`config.mk`:
```
export PLATFORM = sky130hd
export DESIGN_NAME = ohbfe_top
export DESIGN_NICKNAME = d
export VERILOG_FILES = /design/src/ohbfe_pkg.sv /design/src/ohbfe_top.sv
export VERILOG_INCLUDE_DIRS = /design/src
export SDC_FILE = /design/constraint.sdc
export NUM_CORES = 1
export LEC_CHECK = 0
export ABC_AREA = 1
export BUFFER_PORTS_ARGS = -buffer_cell sky130_fd_sc_hd__buf_2
export CORE_ASPECT_RATIO = 0.9
export CORE_MARGIN = 2
export CORE_UTILIZATION = 53
export CTS_CLUSTER_DIAMETER = 50
export DETAILED_ROUTE_END_ITERATION = 6
export PLACE_DENSITY = 0.78
export SLEW_MARGIN = 20
export SYNTH_ARGS = -nofsm -noshare
export SYNTH_HDL_FRONTEND = slang
export SYNTH_SLANG_ARGS = --single-unit
```
`constraint.sdc`:
```
create_clock -name sys_clk -period 1.6 [get_ports sys_clk]
set_input_delay 0.32 -clock sys_clk [delete_from_list [all_inputs] [get_ports sys_clk]]
set_output_delay 0.32 -clock sys_clk [all_outputs]
set_load 0.02 [all_outputs]
```
`src/ohbfe_params.svh`:
```
// Overview of operation
// - straps bit2..bit0 pick bus: 110 8080, 010 I2C, 100 6800, 000 SPI4, 001 SPI3.
// - oscillator select high runs internal oscillator and drives it out on clock pad.
// - transfers are accepted only while chip select is held low.
// - data bus lines float while chip select is inactive.
// - low level on init pin resets all settings for as long as held.
// - data/command select high marks the byte as display data.
// - data/command select low sends the byte to the command registers.
// - in I2C the data/command pin is the low slave address bit.
// - 8080 write strobe is active low; data taken on its rising edge.
// - 8080 bus is driven only while the read strobe is low.
// - 6800 strobe pin is an active-high enable qualifying transfers.
// - SPI uses bit 0 as clock, bit 1 as data, others float.
// - I2C uses bit 0 as SCL, bit 1 as SDA, others float.
// - frame marker high while the last row of each frame is driven.
// - parallel path is an eight-bit bidirectional bus, one byte per transfer.
// - I2C fast mode up to its stated maximum clock rate.
// - display data goes to a 384 by 96 memory of 4-bit pixels.
`ifndef OHBFE_PARAMS_SVH
`define OHBFE_PARAMS_SVH
`define OHB_COLS 384
`define OHB_ROWS 96
`define OHB_PIX_BITS 4
`define OHB_COL_W 9
`define OHB_ROW_W 7
`define OHB_PIX_STEP 9'd2
`define OHB_SPI4_BITS 4'd8
`define OHB_SPI3_BITS 4'd9
`define OHB_I2C_BITS 4'd8
// upper six address bits; value is arbitrary
`define OHB_I2C_ADDR_HI 6'h1e
`define OHB_OSC_HALF 8'd4
`define OHB_DCLK_PER_ROW 16
`define OHB_BOOT_CYC 3'd6
`define OHB_PIN_W 18
`define OHB_PIN_D0 0
`define OHB_PIN_D1 1
`define OHB_PIN_CS 8
`define OHB_PIN_DC 9
`define OHB_PIN_WR 10
`define OHB_PIN_RD 11
`define OHB_PIN_OSC 12
`define OHB_PIN_INIT 13
`define OHB_PIN_OSEL 14
`define OHB_PIN_M0 15
`define OHB_PIN_M2 17
`endif

```
`src/ohbfe_pkg.sv`:
```
`include "ohbfe_params.svh"
package ohbfe_pkg;
    typedef enum logic [2:0] {
        OHBFE_M_SPI4 = 3'b000,
        OHBFE_M_SPI3 = 3'b001,
        OHBFE_M_I2C = 3'b010,
        OHBFE_M_6800 = 3'b100,
        OHBFE_M_8080 = 3'b110,
        OHBFE_M_NONE = 3'b111
    } ohbfe_mode_t;

    typedef enum logic [2:0] {
        OHBFE_I_IDLE = 3'b000,
        OHBFE_I_ADDR = 3'b001,
        OHBFE_I_CTRL = 3'b010,
        OHBFE_I_DATA = 3'b011,
        OHBFE_I_IGN = 3'b100
    } ohbfe_i2c_t;

    typedef struct packed {
        logic dc;
        logic [7:0] b;
    } ohbfe_ent_t;

    typedef struct packed {
        logic [`OHB_PIN_W-1:0] s1;
        logic [`OHB_PIN_W-1:0] s2;
        logic [`OHB_PIN_W-1:0] s3;
        logic [`OHB_PIN_W-1:0] f;
        logic [`OHB_PIN_W-1:0] fp;
        logic [2:0] boot;
        ohbfe_mode_t mode;
        logic pend_v;
        ohbfe_ent_t pend;
        logic overrun;
        logic [8:0] sh;
        logic [3:0] cnt;
        ohbfe_i2c_t ist;
        logic ack;
        logic co;
        logic idc;
        ohbfe_ent_t [1:0] fifo;
        logic wp;
        logic rp;
        logic [1:0] n;
        logic [7:0] dout;
        logic rd_act;
        logic rd_done;
        logic [7:0] odiv;
        logic olvl;
        logic [7:0] dcnt;
        logic [`OHB_ROW_W-1:0] line;
        logic frame;
        logic [`OHB_COL_W-1:0] col;
        logic [`OHB_ROW_W-1:0] row;
    } ohbfe_st_t;
endpackage

```
`src/ohbfe_top.sv`:
```
`timescale 1ns/10ps
`default_nettype none
`include "ohbfe_params.svh"
module ohbfe_top
    import ohbfe_pkg::*;
#(
    parameter int COLS = `OHB_COLS,
    parameter int ROWS = `OHB_ROWS,
    parameter int DCLK_PER_ROW = `OHB_DCLK_PER_ROW
) (
    input wire logic sys_clk, // 100 MHz
    input wire logic rst, // sync, active high
    input wire logic iface_mode_bit0, // strap
    input wire logic iface_mode_bit1, // strap
    input wire logic iface_mode_bit2, // strap
    input wire logic internal_osc_select, // 1 = internal osc
    input wire logic osc_io_pad_in, // clock pad level
    output logic osc_io_pad_out, // internal clock out
    output logic osc_io_pad_oe, // drives clock pad
    input wire logic hw_init_n, // level init, low active
    input wire logic chip_sel_n, // chip select
    input wire logic data_command_select, // data/cmd or addr bit
    input wire logic wr_strobe_n, // 8080 write / 6800 r/w
    input wire logic rd_strobe_n, // 8080 read / 6800 enable
    input wire logic [7:0] bus_in, // data bus pins in
    output logic [7:0] bus_out, // data bus pins out
    output logic [7:0] bus_oe, // per-line drive enable
    input wire logic [7:0] rd_data, // byte for host reads
    output logic rd_done, // pulse: host read ended
    output logic out_valid, // buffered byte ready
    input wire logic out_ready, // consumer takes byte
    output logic [7:0] out_byte, // buffered byte
    output logic out_is_data, // 1 display data, 0 command
    output logic [`OHB_COL_W-1:0] out_col, // first pixel column
    output logic [`OHB_ROW_W-1:0] out_row, // pixel row
    output logic frame_marker, // last row active
    output logic overrun, // sticky: byte lost
    output logic [2:0] active_mode, // latched strap mode
    output logic in_init // init in progress
);
    // refuse geometry the counters cannot hold
    if (COLS < 2 || COLS > (1 << `OHB_COL_W) || (COLS % 2) != 0 ||
        ROWS < 2 || ROWS > (1 << `OHB_ROW_W) || DCLK_PER_ROW < 1 ||
        DCLK_PER_ROW > 256) begin : g_bad_geom
        $error("ohbfe_top: unsupported geometry");
    end

    localparam logic [`OHB_COL_W-1:0] COL_LAST = `OHB_COL_W'(COLS - 2);
    localparam logic [`OHB_ROW_W-1:0] ROW_LAST = `OHB_ROW_W'(ROWS - 1);
    localparam logic [7:0] DCNT_LAST = 8'(DCLK_PER_ROW - 1);

    ohbfe_st_t q, d;
    logic [`OHB_PIN_W-1:0] pins, agree, rise, fall;
    logic init, sel, cap, push, pop, tick;
    logic i2c_start, i2c_stop;
    logic [3:0] need;
    ohbfe_ent_t cent;

    assign pins = {iface_mode_bit2, iface_mode_bit1, iface_mode_bit0,
                   internal_osc_select, hw_init_n, osc_io_pad_in,
                   rd_strobe_n, wr_strobe_n, data_command_select,
                   chip_sel_n, bus_in};

    // pin edges seen only on the filtered copy
    assign agree = ~(q.s2 ^ q.s3);
    assign rise = q.f & ~q.fp;
    assign fall = ~q.f & q.fp;
    assign init = ~q.f[`OHB_PIN_INIT] | (q.boot != `OHB_BOOT_CYC);
    assign sel = ~q.f[`OHB_PIN_CS];
    assign i2c_start = q.f[`OHB_PIN_D0] & q.fp[`OHB_PIN_D0] & fall[`OHB_PIN_D1];
    assign i2c_stop = q.f[`OHB_PIN_D0] & q.fp[`OHB_PIN_D0] & rise[`OHB_PIN_D1];
    assign need = (q.mode == OHBFE_M_SPI3) ? `OHB_SPI3_BITS : `OHB_SPI4_BITS;

    always_comb begin
        d = q;
        cap = 1'b0;
        cent = '0;
        push = 1'b0;
        pop = 1'b0;
        tick = 1'b0;
        // three-stage sync; a change counts once stages two and three agree
        d.s1 = pins;
        d.s2 = q.s1;
        d.s3 = q.s2;
        d.f = (q.f & ~agree) | (q.s2 & agree);
        d.fp = q.f;
        d.rd_done = 1'b0;
        d.dout = (q.mode == OHBFE_M_I2C) ? 8'h00 : rd_data; // i2c ack pulls low

        // internal oscillator from a divider of the system clock
        if (q.f[`OHB_PIN_OSEL]) begin
            if (q.odiv == `OHB_OSC_HALF - 8'd1) begin
                d.odiv = 8'h00;
                d.olvl = ~q.olvl;
                tick = ~q.olvl;
            end else begin
                d.odiv = q.odiv + 8'd1;
            end
        end else begin
            d.odiv = 8'h00;
            d.olvl = 1'b0;
            tick = rise[`OHB_PIN_OSC];
        end

        // row scan; marker follows the last row
        if (tick) begin
            if (q.dcnt == DCNT_LAST) begin
                d.dcnt = 8'h00;
                d.line = (q.line == ROW_LAST) ? '0 : q.line + `OHB_ROW_W'(1);
            end else begin
                d.dcnt = q.dcnt + 8'd1;
            end
        end
        d.frame = (d.line == ROW_LAST);

        // pending byte moves into the two-entry buffer when there is room
        if (q.pend_v && q.n != 2'd2) begin
            push = 1'b1;
            d.fifo[q.wp] = q.pend;
            d.wp = ~q.wp;
            d.pend_v = 1'b0;
        end
        pop = (q.n != 2'd0) && out_ready;
        if (pop) begin
            d.rp = ~q.rp;
            // display data walks the pixel address, two pixels a byte
            if (q.fifo[q.rp].dc) begin
                if (q.col >= COL_LAST) begin
                    d.col = '0;
                    d.row = (q.row == ROW_LAST) ? '0 : q.row + `OHB_ROW_W'(1);
                end else begin
                    d.col = q.col + `OHB_PIX_STEP;
                end
            end
        end
        d.n = q.n + {1'b0, push} - {1'b0, pop};

        if (init) begin
            // settings back to start; straps taken while init holds
            if (q.boot != `OHB_BOOT_CYC) begin
                d.boot = q.boot + 3'd1;
            end
            case (q.f[`OHB_PIN_M2:`OHB_PIN_M0])
                3'b110: d.mode = OHBFE_M_8080;
                3'b010: d.mode = OHBFE_M_I2C;
                3'b100: d.mode = OHBFE_M_6800;
                3'b000: d.mode = OHBFE_M_SPI4;
                3'b001: d.mode = OHBFE_M_SPI3;
                default: d.mode = OHBFE_M_NONE;
            endcase
            d.pend_v = 1'b0;
            d.overrun = 1'b0;
            d.sh = '0;
            d.cnt = 4'h0;
            d.ist = OHBFE_I_IDLE;
            d.ack = 1'b0;
            d.rd_act = 1'b0;
            d.n = 2'd0;
            d.wp = 1'b0;
            d.rp = 1'b0;
            d.col = '0;
            d.row = '0;
        end else if (!sel) begin
            // deselected: bus floats and serial framing restarts
            d.cnt = 4'h0;
            d.ist = OHBFE_I_IDLE;
            d.ack = 1'b0;
            d.rd_act = 1'b0;
        end else begin
            case (q.mode)
                OHBFE_M_8080: begin
                    d.rd_act = ~q.f[`OHB_PIN_RD];
                    d.rd_done = rise[`OHB_PIN_RD];
                    if (rise[`OHB_PIN_WR]) begin
                        cap = 1'b1;
                        cent = {q.f[`OHB_PIN_DC], q.f[7:0]};
                    end
                end
                OHBFE_M_6800: begin
                    // enable high qualifies; r/w high reads
                    d.rd_act = q.f[`OHB_PIN_RD] & q.f[`OHB_PIN_WR];
                    d.rd_done = fall[`OHB_PIN_RD] & q.f[`OHB_PIN_WR];
                    if (fall[`OHB_PIN_RD] && !q.f[`OHB_PIN_WR]) begin
                        cap = 1'b1;
                        cent = {q.f[`OHB_PIN_DC], q.f[7:0]};
                    end
                end
                OHBFE_M_SPI4, OHBFE_M_SPI3: begin
                    if (rise[`OHB_PIN_D0]) begin
                        d.sh = {q.sh[7:0], q.f[`OHB_PIN_D1]};
                        d.cnt = q.cnt + 4'h1;
                        if (q.cnt + 4'h1 == need) begin
                            d.cnt = 4'h0;
                            cap = 1'b1;
                            // three-wire frames carry the data/command flag first
                            cent.dc = (q.mode == OHBFE_M_SPI3) ? q.sh[7] : q.f[`OHB_PIN_DC];
                            cent.b = {q.sh[6:0], q.f[`OHB_PIN_D1]};
                        end
                    end
                end
                OHBFE_M_I2C: begin
                    // only filtered edges; fine for fast mode at this clock
                    if (i2c_start) begin
                        d.ist = OHBFE_I_ADDR;
                        d.cnt = 4'h0;
                        d.ack = 1'b0;
                    end else if (i2c_stop) begin
                        d.ist = OHBFE_I_IDLE;
                        d.ack = 1'b0;
                    end else if (rise[`OHB_PIN_D0] && q.ist != OHBFE_I_IDLE &&
                                 q.ist != OHBFE_I_IGN) begin
                        d.sh = {q.sh[7:0], q.f[`OHB_PIN_D1]};
                        d.cnt = q.cnt + 4'h1;
                    end else if (fall[`OHB_PIN_D0]) begin
                        if (q.ack) begin
                            d.ack = 1'b0;
                            d.cnt = 4'h0;
                        end else if (q.cnt == `OHB_I2C_BITS) begin
                            case (q.ist)
                                OHBFE_I_ADDR: begin
                                    // write to our address only
                                    if (q.sh[7:0] == {`OHB_I2C_ADDR_HI,
                                        q.f[`OHB_PIN_DC], 1'b0}) begin
                                        d.ist = OHBFE_I_CTRL;
                                        d.ack = 1'b1;
                                    end else begin
                                        d.ist = OHBFE_I_IGN;
                                    end
                                end
                                OHBFE_I_CTRL: begin
                                    d.co = q.sh[7];
                                    d.idc = q.sh[6];
                                    d.ist = OHBFE_I_DATA;
                                    d.ack = 1'b1;
                                end
                                OHBFE_I_DATA: begin
                                    cap = 1'b1;
                                    cent = {q.idc, q.sh[7:0]};
                                    d.ack = 1'b1;
                                    if (q.co) begin
                                        d.ist = OHBFE_I_CTRL;
                                    end
                                end
                                default: d.ist = q.ist;
                            endcase
                        end
                    end
                end
                default: d.rd_act = 1'b0;
            endcase
        end

        // a capture while the pending slot is still full is lost, and flagged
        if (cap) begin
            if (d.pend_v) begin
                d.overrun = 1'b1;
            end else begin
                d.pend_v = 1'b1;
                d.pend = cent;
            end
        end
    end

    always_ff @(posedge sys_clk) begin
        if (rst) begin
            q <= '0;
        end else begin
            q <= d;
        end
    end

    // pin drive: parallel reads drive all lines, i2c ack only line 1
    always_comb begin
        bus_oe = 8'h00;
        if (!init && sel) begin
            if ((q.mode == OHBFE_M_8080 || q.mode == OHBFE_M_6800) && q.rd_act) begin
                bus_oe = 8'hff;
            end else if (q.mode == OHBFE_M_I2C && q.ack) begin
                bus_oe = 8'h02;
            end
        end
    end
    assign bus_out = q.dout;
    assign rd_done = q.rd_done;
    assign osc_io_pad_out = q.olvl;
    assign osc_io_pad_oe = q.f[`OHB_PIN_OSEL];
    assign out_valid = (q.n != 2'd0);
    assign out_byte = q.fifo[q.rp].b;
    assign out_is_data = q.fifo[q.rp].dc;
    assign out_col = q.col;
    assign out_row = q.row;
    assign frame_marker = q.frame;
    assign overrun = q.overrun;
    assign active_mode = q.mode;
    assign in_init = init;
endmodule
`default_nettype wire

```
==> metrics.md <==
| Metric | Value |
|---|---|
| Status | finished, violations left |
| Violated checks | setup timing |
| Mapped Area | 0.00780 sq mm |
| Tot Pwr | around 0.0094 W |
| Most frequent cells in the layout | dfxtp_1 (170), nor2_1 (162), inv_1 (161) |
| Leak | 4.43 nW |
| CTS clock-pin slew for the worst setup and hold paths | 70 ps |
| Switching share of power | 21.1% |
| Post-cts hold buffer count | 0 |
| IO Pins | 80 |
| Largest net degree at the start of global routing | 67 |
| Wire length of the first global-routing pass | 28.6 mm |
| Final net count | 1230 |
| TritonCTS Sinks | around 180 |
| FF+latch count, synth | 184 |
| Share of cells above drive strength 1 | 28.2% |
| Worst relative slew slack | 57.4% |
| Mean Syn Cell Area | about 7.4 sq um |
| Mapped Nets | approximately 1100 |
| Post-layout minimum cycle time | about 2000 ps |
| Die height | about 120 um |
| Pre-Repair DR Iteration Count | 5 |
| Skew-Pair Late Insertion Delay | 430 ps |
| Routed Antenna Nets | 0 |
| YS warnings | 0 |
| GRT Resource Usage Total | 22.3% |
| Syn-to-layout area delta | 30.1% |
| Final Hold Viols | 0 |
| Worst EP arrival | 1710 ps |
| Critical setup path kind | flip-flop to output port |
| Worst setup EP type | output port |
| Via density | 4.93 |
| Yosys cell types | 43 |
| Final core occ | 69.7% |
| Number of H-tree levels | 4 |
| Internal Pwr Total | about 0.0074 W |
| Port Buf Inserts | 78 |
| MaxCap Viol Count | 0 |
| Worst Hold Class | input port to flip-flop |
| Die Footprint | approximately 0.016 sq mm |
| # diodes | 0 |
| TritonCTS clock tree | done |
| Die width | around 130 um |
| CP max FO | 7 |
| Most common cell after layout, fill and taps aside | dfxtp_1 |
| DR DRC count | 0 |
| DR vias | a little under 7000 |
| Top_reg_cell synth | dfxtp_1 |
| Seq/Total Area, Yosys | between 40 and 50% |
| Drt total wl | ~18 mm |
| DP Worst Slack | -130 ps |
| CP startpoint kind | flip-flop |
| Remaining Overflow, GRT | 0 |
| Unrepaired setup endpoints after global routing | true |
| GP Congestion | 0.935 |
| Gate power share | 2.6% |
| Vias in the first global route | 6408 |
| Sequential share of power | 50.1% |
| P_sw | 0.00198 W |
| Maximum root-to-sink buffer count | 2 |
| Power Dens Cells | around 900 mW/mm^2 |
| Final setup vio count | 34 |
| Final HPWL DP | 11.2 mm |
| Worst endpoint required time | around 1300 ps |
| Post-Place Cell Area | about 0.0087 sq mm |
| Final slew viol count | 0 |
| Least-Margin Pin Slew | 638 ps |
| Skew final | between 9 and 10 ps |
| Asr flop ratio synth | 0% |
| Fmax | 0.493 GHz |
| Cells after Synth | 1055 |
| Core ar. | 0.0146 sq mm |
| Iteration-0 DRC Markers | 351 |
| VDD IR-drop max | 0.000837 V |
| Initial antenna violation count | 0 |
| Worst setup margin | -429 ps |
| Initial Utilization | 53.6% |
| TNS Setup | -7640 ps |
| Number of synthesized flops with an enable pin | 0 |
| Clock share of power | 47.3% |
| Fin crit share | 127% |
| Design Area, Final | between 0.01 and 0.015 sq mm |
| CTS buffer count | 17 |
| WL per Instance | 12.9 um |
| Clock root buffer | clkbuf_16 |
| # rows | 42 |
-- layout make-up --
type / instances / area (sq um)
Tap cell: 198 / 248
Multi-Input combinational cell: 641 / 3560
Fill cell: 1113 / 4410
Clock inverter: 13 / 193
Clock buffer: 19 / 433
Sequential cell: 184 / 3710
Timing Repair Buffer: 170 / 1340
Inverter: 176 / 674
-- Yosys cell counts, drive strengths merged, types with 4 or more instances --
master / count / area (sq um)
nor2: 191 / 758
buf: 40 / 295
nand3: 47 / 275
nand2: 146 / 578
xnor2: 4 / 35.0
xor2: 5 / 43.8
clkbuf: 14 / 52.6
inv: 174 / 653
nand4: 10 / 62.6
ha: 11 / 138
or2: 6 / 37.5
a22oi: 9 / 67.6
o21ai: 87 / 439
nor3: 20 / 100
a21oi: 86 / 430
nor3b: 5 / 37.5
dfxtp: 184 / 3680
-- through the flow --
step | hold slack (ps) | instances
2_1_floorplan | 388 | 1055
3_3_place_gp | 389 | 1349
3_5_place_dp | 393 | 1349
4_1_cts | 73.1 | 1392
5_1_grt | 73.2 | 1401
6_report | 85.2 | 1401
-- kinds of logic (layout without fill, tap and decap cells) --
group	after synthesis	count (layout)	share of synthesized area [%]
AO/OA/AOI/OAI	191	191	12.9
XOR/XNOR	9	9	1.01
adder cells (fa/ha/maj)	11	11	1.76
buffers and inverters	230	378	12.9
flip-flops	184	184	47.2
other	1	1	0.0481
AND/OR/NAND/NOR	429	429	24.0
-- routing by layer --
layer | up-vias | track usage [%] | wire length, um
li1 | 3568 | - | -
met5 | - | 0 | 0
met3 | 24 | 4.90 | 1010
met4 | 0 | 9.17 | 295
met2 | 210 | 35.9 | 8720
met1 | 3105 | 29.0 | 8060
-- power by group through the flow --
stage / clock network (W) / logic (W) / registers (W)
floorplan: 0 / 0.000163 / 0.00478
global placement: 0 / 0.000225 / 0.00479
detailed placement: 0 / 0.000230 / 0.00479
CTS: 0.00450 / 0.000239 / 0.00469
global route: 0.00469 / 0.000276 / 0.00469
finish: 0.00443 / 0.000242 / 0.00469
-- critical path: stages (launching register included) --
cell and delay [ps]:
dfxtp_2 330, inv_2 70, ha_4 150, nand3_4 80, inv_4 100, nand2_8 50
buf_6 120, nor2_4 100, buf_12 150, buf_8 120
-- what timing repair did --
| action | in CTS | in global routing |
|---|---|---|
| setup buffers | 11 | 8 |
| pin swaps | 9 | 36 |
| resized for setup | 78 | 123 |
| gates cloned | 1 | 1 |
| endpoints found under the setup margin | 49 | 77 |
-- worst paths after layout --
path                                          start            endpoint  slack, ps  cells past startpoint
worst min-delay path                    rd_strobe_n   d[174]$_SDFF_PP0_         90                      3
worst min register to register    d[168]$_SDFF_PP0_   d[150]$_SDFF_PP0_        400                      2
worst max register to register  q[106]$_SDFFE_PP0P_  q[98]$_SDFFE_PP0P_       -300                     12
worst max-delay path            q[106]$_SDFFE_PP0P_           bus_oe[3]       -430                      9
-- state kept, by name (all words and copies together) (netlist names) --
signal,cells
rd_done,1
q,100
active_mode,3
out_row,7
osc_io_pad_oe,1
d,53
overrun,1
bus_out,8
out_col,8
osc_io_pad_out,1
frame_marker,1
Note: power is estimated with default switching activity, not from simulation.
